--- src/core/radio_pkt_pkg.sv ---
package radio_pkt_pkg;
  // Register indices; byte address is four times the index
  localparam logic [15:0] IDX_PAYLOAD_LIMIT = 16'hdf02;
  localparam logic [15:0] IDX_PKT_CTRL_A = 16'hdf03;
  localparam logic [15:0] IDX_PKT_CTRL_B = 16'hdf04;
  localparam logic [15:0] IDX_NODE_ID = 16'hdf05;
  localparam logic [15:0] IDX_SLOT_NUM = 16'hdf06;
  localparam logic [15:0] IDX_IF_CTRL = 16'hdf07;
  localparam logic [15:0] IDX_OFFSET_CTRL = 16'hdf08;
  localparam logic [15:0] IDX_CARRIER_HIGH = 16'hdf09;
  localparam logic [15:0] IDX_CARRIER_MID = 16'hdf0a;
  localparam logic [15:0] IDX_CARRIER_LOW = 16'hdf0b;
  // Reset values
  localparam logic [7:0] RST_PAYLOAD_LIMIT = 8'hff;
  localparam logic [2:0] RST_PQT = 3'h0;
  localparam logic RST_TRAILER = 1'b1;
  localparam logic [1:0] RST_ADDR_MODE = 2'h0;
  localparam logic RST_WHITEN = 1'b1;
  localparam logic [1:0] RST_FORMAT = 2'h0;
  localparam logic RST_LEGACY = 1'b0;
  localparam logic RST_CRC_EN = 1'b1;
  localparam logic [1:0] RST_LEN_MODE = 2'h1;
  localparam logic [7:0] RST_NODE_ID = 8'h00;
  localparam logic [7:0] RST_SLOT = 8'h00;
  localparam logic RST_IF_RSVD = 1'b0;
  localparam logic [4:0] RST_IF_WORD = 5'h0f;
  localparam logic [7:0] RST_OFFSET = 8'h00;
  localparam logic [1:0] CARRIER_TOP_RO = 2'h1;
  localparam logic [5:0] RST_CARRIER_HIGH = 6'h1e;
  localparam logic [7:0] RST_CARRIER_MID = 8'hc4;
  localparam logic [7:0] RST_CARRIER_LOW = 8'hec;
  // Address filter modes
  localparam logic [1:0] ADDR_NONE = 2'h0;
  localparam logic [1:0] ADDR_OWN = 2'h1;
  localparam logic [1:0] ADDR_BCAST0 = 2'h2;
  localparam logic [1:0] ADDR_BCAST_BOTH = 2'h3;
  localparam logic [7:0] BCAST_LOW = 8'h00;
  localparam logic [7:0] BCAST_HIGH = 8'hff;
  // Packet format and length modes
  localparam logic [1:0] FORMAT_RANDOM_TX = 2'h2;
  localparam logic [1:0] LEN_FIXED = 2'h0;
  localparam logic [1:0] LEN_VARIABLE = 2'h1;
  // Preamble quality counter
  localparam logic [4:0] PQ_MAX = 5'h1f;
  localparam logic [4:0] PQ_STEP_UP = 5'h01;
  localparam logic [4:0] PQ_STEP_DOWN = 5'h08;
  localparam int PQ_THR_SHIFT = 2;
  // Scaling of offset and IF into base word units (x4 and x64 steps)
  localparam int OFFSET_SHIFT = 2;
  localparam int IF_SHIFT = 6;
  // Pseudo-random generator seed
  localparam logic [8:0] PN9_SEED = 9'h1ff;
endpackage

--- src/core/radio_pkt_core.sv ---
`timescale 1ns/10ps
// How it works
// - Toggling bit raises quality counter by one
// - Repeated bit lowers quality counter by eight
// - Sync accepted when counter reaches four times threshold
// - Trailer adds strength byte, then byte of checksum-good flag and quality
// - Filter mode picks own or broadcast addresses
// - Address compared against node id register
// - Whitening only while legacy checksum is off
// - Format two sends pseudo-random bits in transmit
// - Legacy checksum only while whitening is off
// - Checksum enable drives insertion and checking
// - Length from fixed register or first byte
// - Slot index times spacing added to base
// - Receive subtracts IF; IF drives mixer
// - Signed trim scaled and added to base
// - Base word over three registers, top read-only
// - Fixed length caps variable packet length
module radio_pkt_core
  import radio_pkt_pkg::*;
(
  input wire logic sys_clk_in,
  input wire logic rst_in,
  input wire logic ce_in,
  input wire logic wb_cyc_in,
  input wire logic wb_stb_in,
  input wire logic wb_we_in,
  input wire logic [17:0] wb_adr_in,
  input wire logic [3:0] wb_sel_in,
  input wire logic [31:0] wb_dat_in,
  output logic [31:0] wb_dat_out,
  output logic wb_ack_out,
  input wire logic rx_bit_valid_in,
  input wire logic rx_bit_in,
  input wire logic sync_seen_in,
  input wire logic rx_addr_valid_in,
  input wire logic [7:0] rx_addr_in,
  input wire logic rx_len_valid_in,
  input wire logic [7:0] rx_len_in,
  input wire logic [7:0] rssi_in,
  input wire logic [6:0] link_quality_value_in,
  input wire logic crc_ok_in,
  input wire logic tx_bit_strobe_in,
  input wire logic rx_mode_in,
  input wire logic [15:0] rf_slot_index_spacing_in,
  output logic sync_accept_out,
  output logic addr_valid_out,
  output logic addr_accept_out,
  output logic len_valid_out,
  output logic [7:0] len_out,
  output logic len_error_out,
  output logic trailer_enable_out,
  output logic [7:0] trailer_byte0_out,
  output logic [7:0] trailer_byte1_out,
  output logic whiten_active_out,
  output logic legacy_crc_out,
  output logic crc_enable_out,
  output logic random_tx_out,
  output logic pn9_bit_out,
  output logic [4:0] if_mixer_out,
  output logic [23:0] synth_word_out
);
  // Configuration fields
  logic [7:0] max_payload_size_q; // Fixed length or cap
  logic [2:0] preamble_quality_threshold_q;
  logic status_trailer_enable_q;
  logic [1:0] address_filter_mode_q;
  logic whitening_enable_q;
  logic [1:0] packet_format_select_q;
  logic legacy_checksum_mode_q;
  logic crc_en_q;
  logic [1:0] len_mode_q;
  logic [7:0] node_id_q;
  logic [7:0] rf_slot_index_q;
  logic if_rsvd_q; // Reserved bit, kept as storage
  logic [4:0] intermediate_base_carrier_word_word_q;
  logic [7:0] synth_offset_trim_q;
  logic [21:0] base_carrier_word_q; // Writable part of base word
  // Datapath state
  logic [4:0] pq_count_q; // Preamble quality counter
  logic last_bit_q; // Previous received bit
  logic have_bit_q; // A previous bit exists
  logic [8:0] pn9_q; // Pseudo-random shift register
  // Bus decode
  logic bus_req;
  logic bus_wr;
  logic [15:0] bus_idx;
  logic [7:0] rd_byte;
  logic [23:0] base_full;
  logic [4:0] pq_thr;
  logic [23:0] synth_d;
  assign bus_req = wb_cyc_in & wb_stb_in & ~wb_ack_out;
  assign bus_wr = bus_req & wb_we_in & wb_sel_in[0];
  assign bus_idx = wb_adr_in[17:2];
  assign base_full = {CARRIER_TOP_RO, base_carrier_word_q};
  assign pq_thr = {preamble_quality_threshold_q, {PQ_THR_SHIFT{1'b0}}};
  // Wishbone handshake, one wait state then ack
  always_ff @(posedge sys_clk_in or posedge rst_in) begin
    if (rst_in) begin
      wb_ack_out <= 1'b0;
    end else if (ce_in) begin
      wb_ack_out <= bus_req;
    end
  end
  // Read mux; unmapped and unused bits give zero
  always_comb begin
    rd_byte = 8'h00;
    unique case (bus_idx)
      IDX_PAYLOAD_LIMIT: rd_byte = max_payload_size_q;
      IDX_PKT_CTRL_A: rd_byte = {preamble_quality_threshold_q, 2'h0,
                                 status_trailer_enable_q, address_filter_mode_q};
      IDX_PKT_CTRL_B: rd_byte = {1'b0, whitening_enable_q, packet_format_select_q,
                                 legacy_checksum_mode_q, crc_en_q, len_mode_q};
      IDX_NODE_ID: rd_byte = node_id_q;
      IDX_SLOT_NUM: rd_byte = rf_slot_index_q;
      IDX_IF_CTRL: rd_byte = {2'h0, if_rsvd_q, intermediate_base_carrier_word_word_q};
      IDX_OFFSET_CTRL: rd_byte = synth_offset_trim_q;
      IDX_CARRIER_HIGH: rd_byte = base_full[23:16];
      IDX_CARRIER_MID: rd_byte = base_full[15:8];
      IDX_CARRIER_LOW: rd_byte = base_full[7:0];
      default: rd_byte = 8'h00;
    endcase
  end
  // Read data register, low byte only
  always_ff @(posedge sys_clk_in or posedge rst_in) begin
    if (rst_in) begin
      wb_dat_out <= 32'h0000_0000;
    end else if (ce_in && bus_req) begin
      wb_dat_out <= {24'h00_0000, rd_byte};
    end
  end
  // Register writes, byte lane 0
  always_ff @(posedge sys_clk_in or posedge rst_in) begin
    if (rst_in) begin
      max_payload_size_q <= RST_PAYLOAD_LIMIT;
      preamble_quality_threshold_q <= RST_PQT;
      status_trailer_enable_q <= RST_TRAILER;
      address_filter_mode_q <= RST_ADDR_MODE;
      whitening_enable_q <= RST_WHITEN;
      packet_format_select_q <= RST_FORMAT;
      legacy_checksum_mode_q <= RST_LEGACY;
      crc_en_q <= RST_CRC_EN;
      len_mode_q <= RST_LEN_MODE;
      node_id_q <= RST_NODE_ID;
      rf_slot_index_q <= RST_SLOT;
      if_rsvd_q <= RST_IF_RSVD;
      intermediate_base_carrier_word_word_q <= RST_IF_WORD;
      synth_offset_trim_q <= RST_OFFSET;
      base_carrier_word_q <= {RST_CARRIER_HIGH, RST_CARRIER_MID, RST_CARRIER_LOW};
    end else if (ce_in && bus_wr) begin
      unique case (bus_idx)
        IDX_PAYLOAD_LIMIT: max_payload_size_q <= wb_dat_in[7:0];
        IDX_PKT_CTRL_A: begin
          preamble_quality_threshold_q <= wb_dat_in[7:5];
          status_trailer_enable_q <= wb_dat_in[2];
          address_filter_mode_q <= wb_dat_in[1:0];
        end
        IDX_PKT_CTRL_B: begin
          whitening_enable_q <= wb_dat_in[6];
          packet_format_select_q <= wb_dat_in[5:4];
          legacy_checksum_mode_q <= wb_dat_in[3];
          crc_en_q <= wb_dat_in[2];
          len_mode_q <= wb_dat_in[1:0];
        end
        IDX_NODE_ID: node_id_q <= wb_dat_in[7:0];
        IDX_SLOT_NUM: rf_slot_index_q <= wb_dat_in[7:0];
        IDX_IF_CTRL: begin
          if_rsvd_q <= wb_dat_in[5];
          intermediate_base_carrier_word_word_q <= wb_dat_in[4:0];
        end
        IDX_OFFSET_CTRL: synth_offset_trim_q <= wb_dat_in[7:0];
        IDX_CARRIER_HIGH: base_carrier_word_q[21:16] <= wb_dat_in[5:0];
        IDX_CARRIER_MID: base_carrier_word_q[15:8] <= wb_dat_in[7:0];
        IDX_CARRIER_LOW: base_carrier_word_q[7:0] <= wb_dat_in[7:0];
        default: ;
      endcase
    end
  end
  // Preamble quality counter, saturating both ways
  always_ff @(posedge sys_clk_in or posedge rst_in) begin
    if (rst_in) begin
      pq_count_q <= 5'h00;
      last_bit_q <= 1'b0;
      have_bit_q <= 1'b0;
    end else if (ce_in && rx_bit_valid_in) begin
      last_bit_q <= rx_bit_in;
      have_bit_q <= 1'b1;
      if (have_bit_q && (rx_bit_in != last_bit_q)) begin
        if (pq_count_q != PQ_MAX) begin
          pq_count_q <= pq_count_q + PQ_STEP_UP;
        end
      end else if (have_bit_q) begin
        if (pq_count_q > PQ_STEP_DOWN) begin
          pq_count_q <= pq_count_q - PQ_STEP_DOWN;
        end else begin
          pq_count_q <= 5'h00;
        end
      end
    end
  end
  // Sync gating by preamble quality
  always_ff @(posedge sys_clk_in or posedge rst_in) begin
    if (rst_in) begin
      sync_accept_out <= 1'b0;
    end else if (ce_in) begin
      sync_accept_out <= sync_seen_in && (pq_count_q >= pq_thr);
    end
  end
  // Address filter on first address byte
  always_ff @(posedge sys_clk_in or posedge rst_in) begin
    if (rst_in) begin
      addr_valid_out <= 1'b0;
      addr_accept_out <= 1'b0;
    end else if (ce_in) begin
      addr_valid_out <= rx_addr_valid_in;
      if (rx_addr_valid_in) begin
        unique case (address_filter_mode_q)
          ADDR_NONE: addr_accept_out <= 1'b1;
          ADDR_OWN: addr_accept_out <= (rx_addr_in == node_id_q);
          ADDR_BCAST0: addr_accept_out <= (rx_addr_in == node_id_q) ||
                                          (rx_addr_in == BCAST_LOW);
          ADDR_BCAST_BOTH: addr_accept_out <= (rx_addr_in == node_id_q) ||
                                              (rx_addr_in == BCAST_LOW) ||
                                              (rx_addr_in == BCAST_HIGH);
        endcase
      end
    end
  end
  // Packet length selection and cap
  always_ff @(posedge sys_clk_in or posedge rst_in) begin
    if (rst_in) begin
      len_valid_out <= 1'b0;
      len_out <= 8'h00;
      len_error_out <= 1'b0;
    end else if (ce_in) begin
      len_valid_out <= rx_len_valid_in;
      if (rx_len_valid_in) begin
        if (len_mode_q == LEN_FIXED) begin
          len_out <= max_payload_size_q;
          len_error_out <= 1'b0;
        end else if (len_mode_q == LEN_VARIABLE) begin
          len_out <= rx_len_in;
          len_error_out <= (rx_len_in > max_payload_size_q);
        end else begin
          // Reserved modes refuse the packet
          len_out <= 8'h00;
          len_error_out <= 1'b1;
        end
      end
    end
  end
  // Status trailer bytes
  always_ff @(posedge sys_clk_in or posedge rst_in) begin
    if (rst_in) begin
      trailer_enable_out <= RST_TRAILER;
      trailer_byte0_out <= 8'h00;
      trailer_byte1_out <= 8'h00;
    end else if (ce_in) begin
      // strength, then checksum flag and quality
      trailer_enable_out <= status_trailer_enable_q;
      trailer_byte0_out <= rssi_in;
      trailer_byte1_out <= {crc_ok_in, link_quality_value_in};
    end
  end
  // Whitening and checksum mode resolution
  always_ff @(posedge sys_clk_in or posedge rst_in) begin
    if (rst_in) begin
      whiten_active_out <= RST_WHITEN & ~RST_LEGACY;
      legacy_crc_out <= RST_LEGACY & ~RST_WHITEN;
      crc_enable_out <= RST_CRC_EN;
    end else if (ce_in) begin
      whiten_active_out <= whitening_enable_q & ~legacy_checksum_mode_q;
      legacy_crc_out <= legacy_checksum_mode_q & ~whitening_enable_q;
      crc_enable_out <= crc_en_q;
    end
  end
  // Pseudo-random transmit generator
  always_ff @(posedge sys_clk_in or posedge rst_in) begin
    if (rst_in) begin
      pn9_q <= PN9_SEED;
      random_tx_out <= 1'b0;
      pn9_bit_out <= 1'b0;
    end else if (ce_in) begin
      random_tx_out <= (packet_format_select_q == FORMAT_RANDOM_TX) & ~rx_mode_in;
      if (packet_format_select_q != FORMAT_RANDOM_TX) begin
        pn9_q <= PN9_SEED;
      end else if (tx_bit_strobe_in && !rx_mode_in) begin
        pn9_bit_out <= pn9_q[0];
        pn9_q <= {pn9_q[0] ^ pn9_q[5], pn9_q[8:1]};
      end
    end
  end
  // Synthesizer word: base + slot*spacing + trim, minus IF in receive
  always_comb begin
    synth_d = base_full;
    synth_d = synth_d + 24'(rf_slot_index_q * rf_slot_index_spacing_in);
    synth_d = synth_d + 24'({{16{synth_offset_trim_q[7]}}, synth_offset_trim_q} << OFFSET_SHIFT);
    if (rx_mode_in) begin
      synth_d = synth_d - 24'({19'h0_0000, intermediate_base_carrier_word_word_q} << IF_SHIFT);
    end
  end
  // Synthesizer and mixer outputs
  always_ff @(posedge sys_clk_in or posedge rst_in) begin
    if (rst_in) begin
      synth_word_out <= 24'h00_0000;
      if_mixer_out <= RST_IF_WORD;
    end else if (ce_in) begin
      synth_word_out <= synth_d;
      if_mixer_out <= intermediate_base_carrier_word_word_q;
    end
  end
  // Checks
  chk_pq_step_up: assert property (@(posedge sys_clk_in) disable iff (rst_in)
    (ce_in && rx_bit_valid_in && have_bit_q && rx_bit_in != last_bit_q && pq_count_q < PQ_MAX)
    |=> pq_count_q == $past(pq_count_q) + PQ_STEP_UP)
    else $error("quality counter did not step up");
  chk_pq_step_down: assert property (@(posedge sys_clk_in) disable iff (rst_in)
    (ce_in && rx_bit_valid_in && have_bit_q && rx_bit_in == last_bit_q && pq_count_q > PQ_STEP_DOWN)
    |=> pq_count_q == $past(pq_count_q) - PQ_STEP_DOWN)
    else $error("quality counter did not step down");
  chk_sync_gate: assert property (@(posedge sys_clk_in) disable iff (rst_in)
    (ce_in && sync_seen_in && preamble_quality_threshold_q == 3'h0) |=> sync_accept_out)
    else $error("sync refused with zero threshold");
  chk_trailer_bytes: assert property (@(posedge sys_clk_in) disable iff (rst_in)
    ce_in |=> trailer_byte1_out == {$past(crc_ok_in), $past(link_quality_value_in)})
    else $error("trailer byte wrong");
  chk_addr_own: assert property (@(posedge sys_clk_in) disable iff (rst_in)
    (ce_in && rx_addr_valid_in && address_filter_mode_q == ADDR_OWN && rx_addr_in != node_id_q)
    |=> addr_valid_out && !addr_accept_out)
    else $error("foreign address accepted");
  chk_addr_bcast: assert property (@(posedge sys_clk_in) disable iff (rst_in)
    (ce_in && rx_addr_valid_in && address_filter_mode_q == ADDR_BCAST_BOTH && rx_addr_in == BCAST_HIGH)
    |=> addr_accept_out)
    else $error("broadcast address refused");
  chk_white_legacy: assert property (@(posedge sys_clk_in) disable iff (rst_in)
    !(whiten_active_out && legacy_crc_out))
    else $error("whitening with legacy checksum");
  chk_len_cap: assert property (@(posedge sys_clk_in) disable iff (rst_in)
    (ce_in && rx_len_valid_in && len_mode_q == LEN_VARIABLE && rx_len_in > max_payload_size_q)
    |=> len_valid_out && len_error_out)
    else $error("oversize length not flagged");
  chk_len_fixed: assert property (@(posedge sys_clk_in) disable iff (rst_in)
    (ce_in && rx_len_valid_in && len_mode_q == LEN_FIXED) |=> len_out == $past(max_payload_size_q))
    else $error("fixed length not used");
  chk_wb_ack: assert property (@(posedge sys_clk_in) disable iff (rst_in)
    (ce_in && bus_req) |=> wb_ack_out ##1 !wb_ack_out || !$past(ce_in))
    else $error("ack not a single pulse");

endmodule // radio_pkt_core

--- config.mk ---
export PLATFORM = sky130hd
export DESIGN_NAME = radio_pkt_core
export DESIGN_NICKNAME = d
export VERILOG_FILES = /design/src/core/radio_pkt_pkg.sv /design/src/core/radio_pkt_core.sv
export SDC_FILE = /design/constraint.sdc
export NUM_CORES = 1
export LEC_CHECK = 0
export ABC_AREA = 1
export ABC_CLOCK_PERIOD_IN_PS = 14650
export BUFFER_PORTS_ARGS = -buffer_cell sky130_fd_sc_hd__buf_2
export CAP_MARGIN = 20
export CORE_UTILIZATION = 40
export DETAILED_ROUTE_END_ITERATION = 6
export SLEW_MARGIN = 20
export SYNTH_ARGS = -nofsm -noshare
export SYNTH_HDL_FRONTEND = slang
export SYNTH_SLANG_ARGS = --single-unit
--- constraint.sdc ---
create_clock -name sys_clk_in -period 14.65 [get_ports sys_clk_in]
set_input_delay 1.465 -clock sys_clk_in [delete_from_list [all_inputs] [get_ports sys_clk_in]]
set_output_delay 1.465 -clock sys_clk_in [all_outputs]
set_load 0.01 [all_outputs]
* After elaboration in Yosys (flattened, before gate mapping) *
Index checks and enable logic that the tools add are counted.

operators by class
  multipliers = 1
  mux-type cells = 13
  bitwise operators = 13
  eq/ne operators = 21
  order comparisons = 3
  add/subtract/negate cells = 5
  reductions and logical operators = 29

operators by type and width
  cell                                                            number
  == test 16 bit (second input constant)                          10
  case mux 8 bit (10 select lines)                                1
  AND reduction 2 bit                                             13
  adder 23 x 24 -> 24 bit                                         1
  adder 24 bit                                                    1
  multiplier 8 x 16 -> 24 bit                                     1
  2-to-1 mux 24 bit                                               1
  subtractor 24 x 11 -> 24 bit                                    1
  2-to-1 mux 5 bit                                                4
  2-to-1 mux 9 bit                                                2
  2-to-1 mux 8 bit                                                2
  == test 8 bit                                                   1
  == test 8 bit (second input constant)                           1
  greater-than comparator 8 bit                                   1
  zero test 8 bit                                                 1
  AND 1 bit                                                       7
  == test 2 bit (second input constant)                           3
  logical AND 1 bit                                               6
  AND reduction 3 bit                                             2
  adder 5 x 1 -> 5 bit (second input constant)                    1
  greater-or-equal comparator 5 bit                               1
  greater-than comparator 5 x 4 -> 1 bit (second input constant)  1
  != test 5 bit (second input constant)                           1
  NOT 1 bit                                                       5
  12 further kinds                                                17

storage, ports and cells
  input port bits = 115
  register bits after elaboration = 162

* Logic depth before layout (Yosys ltp) *
Gate-level depths: netlist of run 1.

  depth after elaboration = 6
  depth in mapped cells = 34
  depth with buffers taken out = 32

* Worst setup path before layout of run 1 *
No wires, ideal clock.

  kind = input -> register
  start point = input rf_slot_index_spacing_in[5]
  end point = register synth_word_out[23]
  data arrival time = 6.671 ns
  slack = 7.861 ns
  buffers on the path = 1
  stages on the path = 32
  cell sequence = buf_1 nand2_1 fa_1 inv_1 fa_1 inv_1 fa_1 inv_1 fa_1 inv_1 fa_1 inv_1 ha_1 nand2_1 inv_2 nand2_1 nand3_1 xnor2_1 inv_1 ha_1 a21oi_1 nand2_1 nand2_1 nand2_1 nand2_1 nand3_2 nor2_4 nand3_4 nor2_4 nand3_1 nand3_1 nand2_1

between the ends
  longest elaborated chain between the ends = 5

RTL lines
  what                           RTL line               RTL
  start: declaration             radio_pkt_core.sv:45   input wire logic [15:0] rf_slot_index_spacing_in,
  multiplier 8 x 16 -> 24 bit *  radio_pkt_core.sv:296  synth_d = synth_d + 24'(rf_slot_index_q * rf_slot_index_spacing_in);
  adder 23 x 24 -> 24 bit *      radio_pkt_core.sv:296
  adder 24 bit *                 radio_pkt_core.sv:297  synth_d = synth_d + 24'({{16{synth_offset_trim_q[7]}}, synth_offset_trim_q} << OFFSET_SHIFT);
  subtractor 24 x 11 -> 24 bit   radio_pkt_core.sv:299  synth_d = synth_d - 24'({19'h0_0000, intermediate_base_carrier_word_word_q} << IF_SHIFT);
  2-to-1 mux 24 bit *            radio_pkt_core.sv:298  if (rx_mode_in) begin
  end signal: assignment         radio_pkt_core.sv:308  synth_word_out <= synth_d;
  end: declaration               radio_pkt_core.sv:61   output logic [23:0] synth_word_out

Mark *: on every way between the ends. The rest lies on a longest branch, timed or not.
A chain may end at the register's enable or synchronous reset.

* Worst setup path after layout of run 1 *
Same ends and word-level chain as after synthesis.

==> impl_results.md, run 1 <==
* Status: finished, final reports clean
* Final Wtd Congestion at around 0.92
* Setup TNS Final at 0 ns
* Cell area after synthesis at 0.0138 mm²
* Die W at 188 µm
* Total gr overflow at 0
* Area grow syn2layout at 11.7%
* Total GRT Usage at 0.206
* Drc violations at 0
* Crit-path slowest cell: fa_1
* Minimum clock period at 6.85 ns
* Crit start category: input pin
* Post-synthesis mux area share at 0.00154
* Initial Util at 0.410
* Reg2reg setup slack at 8.08 ns
* Yosys top cell area share at 0.213
* Unrepaired setup endpoints after global routing: no
* Post-DP Area at 0.0149 mm²
* Worst Path Arrival at a little over 7 ns
* Clk_skew at 0.0127 ns
* Critical Path RT at 14.97 ns
* Synthesized flop and latch total at 162
* FF-to-FF path depth at 29
* Final core utilization at 0.458
* Height of the chip at 188 µm
* Synth top area cells: dfrtp_1 (21%), fa_1 (18%), nand2_1 (14%)
* Fmax achieved at 0.146 GHz
* Buffers & Inverters on Critical Path at 8
* Synth Instances at 1781
* Top cell type by total area after synthesis: dfrtp_1
* Detailed placement HPWL at 27800 µm
* Drt via density at just under 5
* R2r startpoint: rf_slot_index_q[7]
* Compound-cell area share of the yosys netlist at 0.0857
* Clock Latency Late Sink at 0.44 ns
* CTS Buf Count at 17
* Most frequent cell on the critical path: nand2_1
* CP Capture Type: register
* Port-buffer cells at approximately 160
* Worst Hold Class: reg2reg
* Max VDD drop at 75.0 µV
* Sequential area share after synthesis at 0.297
* Clk slew on worst S/H paths at 0.07 ns
* Worst hold start: legacy_checksum_mode_q
* Initial antenna violation count at 0
* Fin cells at 2362
* Cell row count at 67
* Worst relative slew slack at 0.331
* CP max FO at 8
* Adder-cell share of the synthesized area at 0.242
* Share of layout cells above drive strength 1 at 0.162
* Antenna-violating nets left at 0
* Xor/xnor share of the synthesized area at 0.0152
* Hold EP: whiten_active_out
* Routed via count at about 11000
* Setup Viol. Count Final at 0
* Diodes inserted at 0
* Post_cts resized at 0
* Die area at 0.0354 mm²
* Most frequent cell after synthesis: nand2_1
* TritonCTS clock tree: built
* Commonest cells post-synth: nand2_1 (512), inv_1 (365), fa_1 (126)
* Ys flop type: dfrtp_1
* Max incr delay on CP at 0.54 ns
* Min Hold Slack at between 0.4 and 0.5 ns
* Largest net degree at the start of global routing at 109
* First-pass GRT wire length at 57900 µm
* Number of flops mapped to enable cells by yosys at 0
* Nets at 2208
* Core area at 0.0338 mm²
* Leak at 8.65 nW
* Clock Tree Root: clkbuf_16
* # H-tree levels at 4
* Mean Syn Cell Area at between 7 and 8 µm²
* Placed insts at approximately 2300
* Largest family of logic cells by synthesized area: adder cells
* Async set-reset flop share out of synthesis at 1.00
* Worst slew pin tran at 1.00 ns
* Buffer count from post-CTS setup fixing at 0
* Finished Cell Area at between 0.015 and 0.02 mm²
* DR iter-0 viols at a little under 800
* Period utilization at 0.468
* Reg2reg end: synth_word_out[23]
* # IOs at 212
* Synth Area in Simple Gates at 0.226
* Crit path kind: in2reg
* Slew Viols, Final at 0
* Max-Cap Viols at 0
* CTS hold repair buffers at 0
* Fillers at 3391
* Critical Path Stages at 32
* Final WL at 35300 µm
* Synth warn at 0
* Drt pass-1 iters at 5
* Sink Count at 162
* Via count of the first global-routing pass at 11100
* Distinct cells, synth at 52
* Clock buffer depth at 2
* Worst hold stages at 1
* Pwr dens at approximately 66 mW/mm²
* Crit path max-delay family: adder cells
* DR WL/cell at ~15 µm
* Final hold vios at 0
==> area by class of cell <==
cell class / instances / area (µm²) / share of cell area
multi-input cells: 1180 / 7990 / 0.516
flip-flops and latches: 162 / 4110 / 0.266
inverters: 380 / 1430 / 0.0925
repair buffers: 160 / 806 / 0.0521
clock inverters: 12 / 123 / 0.00792
well taps: 448 / 561 / 0.0362
clock buffers: 20 / 457 / 0.0295
==> where the power goes <==
part | leakage (nW) | switching, mW | internal, mW
Sequential | 2.02 | 0.00896 | 0.464
Clock | 0.280 | 0.193 | 0.247
Combinational | 6.35 | 0.0696 | 0.0349
==> registers in the layout, summed over array words and instances (netlist names), 2 cells and up <==
name                                   cells
address_filter_mode_q                      2
base_carrier_word_q                       22
if_mixer_out                               5
intermediate_base_carrier_word_word_q      5
len_mode_q                                 2
len_out                                    8
max_payload_size_q                         8
node_id_q                                  8
packet_format_select_q                     2
pn9_q                                      9
pq_count_q                                 5
preamble_quality_threshold_q               3
rf_slot_index_q                            8
synth_offset_trim_q                        8
synth_word_out                            24
trailer_byte0_out                          8
trailer_byte1_out                          8
wb_dat_out                                 8
==> kinds of logic (layout without fill, tap and decap cells) <==
kind of cell / count (synthesis) / after routing
other: 1 / 24
muxes: 2 / 2
xor gates and xnor gates: 24 / 24
buffers and inverters: 462 / 572
adders and majority gates: 192 / 192
AOI/OAI and AO/OA: 210 / 210
DFF: 162 / 162
and+or+nand+nor: 728 / 728
==> cells in the final DEF, fill, tap and decap left out, types with 7 or more instances in the layout <==
| cell | count |
|---|---|
| dfrtp_1 | 118 |
| xor2_1 | 19 |
| clkbuf_16 | 17 |
| a21oi_1 | 35 |
| nor2_1 | 48 |
| fa_1 | 126 |
| conb_1 | 24 |
| nand3_2 | 8 |
| inv_2 | 13 |
| buf_2 | 158 |
| o22ai_1 | 10 |
| nor2_2 | 11 |
| a22oi_1 | 7 |
| nor3_1 | 17 |
| nand3_1 | 66 |
| o21ai_0 | 115 |
| inv_1 | 364 |
| ha_1 | 66 |
| nand2_1 | 512 |
| nand2_2 | 22 |
| a31oi_1 | 11 |
| dfstp_2 | 44 |
| nand4_1 | 18 |
==> layer usage <==
metal	GRT usage	routed length, µm	vias to the layer above
met5	0	0	-
li1	-	-	5630
met2	0.313	15400	377
met1	0.305	16900	5329
met3	0.0290	2360	40
met4	0.0582	714	0
==> per-stage QoR <==
step	worst slack, ns	power, mW
floorplan	7.86	0.548
global placement	7.38	0.583
detailed placement	7.33	0.586
CTS	7.77	1.03
global route	7.38	1.06
finish	7.80	1.02
==> worst max-delay path by stage <==
stage / to / startpoint
2_1_floorplan: synth_word_out[23] / rf_slot_index_spacing_in[5]
3_3_place_gp: synth_word_out[23] / rf_slot_index_spacing_in[5]
3_5_place_dp: synth_word_out[23] / rf_slot_index_spacing_in[5]
4_1_cts: synth_word_out[23] / rf_slot_index_spacing_in[5]
5_1_grt: synth_word_out[21] / rf_slot_index_spacing_in[5]
6_report: synth_word_out[23] / rf_slot_index_spacing_in[5]
No activity file was read; power rests on OpenSTA's default activity.
==> run 2, diff against run 1 <==
--- a/config.mk
+++ b/config.mk
@@ -6,7 +6,7 @@
 export NUM_CORES = 1
 export LEC_CHECK = 0
 export ABC_AREA = 1
-export ABC_CLOCK_PERIOD_IN_PS = 14650
+export ABC_CLOCK_PERIOD_IN_PS = 5700
 export BUFFER_PORTS_ARGS = -buffer_cell sky130_fd_sc_hd__buf_2
 export CAP_MARGIN = 20
 export CORE_UTILIZATION = 40
==> constraint.sdc (replaced) <==
create_clock -name sys_clk_in -period 5.7 [get_ports sys_clk_in]
set_input_delay 0.57 -clock sys_clk_in [delete_from_list [all_inputs] [get_ports sys_clk_in]]
set_output_delay 0.57 -clock sys_clk_in [all_outputs]
set_load 0.01 [all_outputs]
==> run 2 against run 1 <==
Net effect: sequential power rose to 2.6 times the previous value; core utilization is 3.3 points higher; sequential share of layout area down 1.7 points; sequential cell count is the same; clock skew about the same; register-to-register slack got worse by 8.0 ns; first-iteration DRC count grew 1.0%; global-route usage increased by 0.47 points; clock-buffer cell count rose by 4; final cell count up 4.1%; largest cell class unchanged.
==> impl_results.md, run 2 (same netlist as run 1, synthesis figures left out) <==
* Max reg flops at 24 (unchanged)
* Reg2reg setup slack at 0.08 ns (-8.00 ns)
* Most common cell after layout, fill and taps aside: nand2_1
* Leak at 9.22 nW (+6.6%)
* TritonCTS clock tree: built
* Clk_skew at 0.0131 ns (+0.000355 ns)
* End point of the critical path: synth_word_out[23]
* Crit start category: register
* Slew Viols, Final at 0 (unchanged)
* Worst slew pin tran at 1.02 ns (+0.0169 ns)
* Max incr delay on CP at 0.53 ns (about the same)
* Clock buffer depth at 2 (unchanged)
* Most frequent cell on the critical path: nand2_1
* Fillers at 3371 (-0.59%)
* Final Wtd Congestion at 0.924 (about the same)
* CTS Buf Count at 17 (unchanged)
* Die W at 188 µm (unchanged)
* Initial Util at 0.410 (unchanged)
* Total gr overflow at 0 (unchanged)
* Max VDD drop at 188 µV (+150%)
* Initial antenna violation count at 0 (unchanged)
* Status: finished, final reports clean
* Crit path launch: rf_slot_index_q[1]
* Sink Count at 162 (unchanged)
* Reg2reg end: synth_word_out[23]
* Drt pass-1 iters at 5 (unchanged)
* Period utilization at 0.985
* Diodes inserted at 0 (unchanged)
* Setup Viol. Count Final at 0 (unchanged)
* Share of layout cells above drive strength 1 at 0.234 (+0.0721)
* M1 wire length at 17900 µm (+6.1%)
* # H-tree levels at 4 (unchanged)
* Worst setup margin at 0.0850 ns (-7.71 ns)
* Port-buffer cells at 158 (unchanged)
* Fin cells at 2460 (+4.1%)
* Height of the chip at 188 µm (unchanged)
* Via count of the first global-routing pass at 11200 (+1.3%)
* Area grow syn2layout at 19.8%
* Crit-path slowest cell: fa_1
* Clk slew on worst S/H paths at 0.07 ns (about the same)
* Clock Tree Root: clkbuf_16
* Drc violations at 0 (unchanged)
* DR WL/cell at 14.9 µm (-0.32%)
* First-pass GRT wire length at 58900 µm (+1.6%)
* # IOs at 212 (unchanged)
* FF-to-FF path depth at 33 (+14%)
* Nets at 2306 (+4.4%)
* Unrepaired setup endpoints after global routing: yes
* Routed via count at 11700 (+3.2%)
* Most frequent cells in the layout: nand2_1 (500), inv_1 (353), buf_2 (158)
* DR iter-0 viols at 786 (+1.0%)
* Met2 WL at 16200 µm (+5.4%)
* Clock Latency Late Sink at 0.43 ns (about the same)
* R2r startpoint: rf_slot_index_q[1]
* Final WL at 36700 µm (+3.8%)
* Detailed placement HPWL at 29200 µm (+5.0%)
* Met3 Routed Length at 2120 µm (-10%)
* Total power at 2.67 mW (+160%)
* Worst Hold Class: in2async
* Critical Path RT at 6.07 ns (-8.90 ns)
* Pre-CTS WS at -0.365 ns (-7.69 ns)
* CTS hold repair buffers at 0 (unchanged)
* Crit path kind: reg2reg
* Worst relative slew slack at 0.320 (-0.0113)
* Total GRT Usage at 0.211 (+0.00469)
* Die area at 0.0354 mm² (unchanged)
* Drt via density at 4.77 (-0.90%)
* CP Capture Type: register
* Top Registers: synth_word_out (24), base_carrier_word_q (22), pn9_q (9)
* Finished Cell Area at 0.0166 mm² (+7.2%)
* Cell row count at 67 (unchanged)
* CP max FO at 5 (-3)
* Minimum clock period at 5.62 ns
* Post-DP Area at 0.0155 mm² (+4.0%)
* Placed insts at 2405 (+3.2%)
* Pwr dens at 161 mW/mm² (+150%)
* Max-Cap Viols at 0 (unchanged)
* Max layer used: met4
* Core area at 0.0338 mm² (unchanged)
* Final core utilization at 0.491 (+0.0332)
* Reg with most FFs: synth_word_out
* Final hold vios at 0 (unchanged)
* Largest net degree at the start of global routing at 114 (+4.6%)
* Antenna-violating nets left at 0 (unchanged)
* Fmax achieved at 0.178 GHz
* Worst Path Arrival at 5.98 ns (-1.20 ns)
-- run 2: changes by cell type in the layout (fill, tap and decap cells not counted), moves of 10 or more --
cell     delta
buf_4      +92
ha_1       -13
nand2_1    -12
inv_1      -11
ha_4       +10
-- run 2: layout make-up --
class	instances	area (µm²)	share of cell area
Clock buffer	24	472	0.0284
Clock inverter	8	129	0.00777
Inverter	380	1440	0.0866
Multi-Input combinational cell	1180	8310	0.501
Sequential cell	162	4120	0.248
Tap cell	448	561	0.0338
Timing Repair Buffer	258	1560	0.0942
-- run 2: routing by layer --
layer / vias up / GRT usage
met2: 350 / 0.321
li1: 5828 / -
met4: 0 / 0.0491
met3: 30 / 0.0303
met1: 5533 / 0.315
met5: - / 0
-- run 2: how the worst min path moves through the flow --
| stage | to | slack (ns) | depth (start not counted) | from |
|---|---|---|---|---|
| global route | trailer_byte0_out[2] | 0.34 | 3 | rssi_in[2] |
| detailed placement | whiten_active_out | 0.44 | 1 | legacy_checksum_mode_q |
| floorplan | whiten_active_out | 0.42 | 1 | legacy_checksum_mode_q |
| global placement | whiten_active_out | 0.43 | 1 | legacy_checksum_mode_q |
| CTS | trailer_byte0_out[1] | 0.34 | 3 | rssi_in[1] |
| finish | last_bit_q | 0.29 | 2 | rst_in |
-- run 2: critical path, delay by kind of cell (launching register included) --
| kind | cells | cell delay (ns) |
|---|---|---|
| AND/OR/NAND/NOR | 16 | 1.41 |
| adder cells (fa/ha/maj) | 7 | 2.93 |
| AO/OA/AOI/OAI | 1 | 0.13 |
| buffers and inverters | 8 | 0.53 |
| flip-flops | 1 | 0.45 |
| XOR/XNOR | 1 | 0.12 |
-- run 2: metrics by stage --
step,setup TNS (ns),hold WS (ns)
floorplan,0,0.418
global placement,-2.21,0.434
detailed placement,-3.50,0.436
CTS,0,0.336
global route,-0.875,0.339
finish,0,0.288
-- run 2: report_power, final --
group	total [mW]	switching, mW	internal, mW	leakage, nW
sequential	1.22	0.0242	1.19	2.01
combinational	0.275	0.180	0.0952	6.92
clock	1.18	0.467	0.715	0.289
total	2.67	0.671	2.00	9.22
-- run 2: repair_timing --
item                                    in CTS  in global routing
pin swaps                                    6                 42
endpoints found under the setup margin      11                 13
gates cloned                                 0                  0
resized for setup                           19                 63
buffers inserted                             5                 18
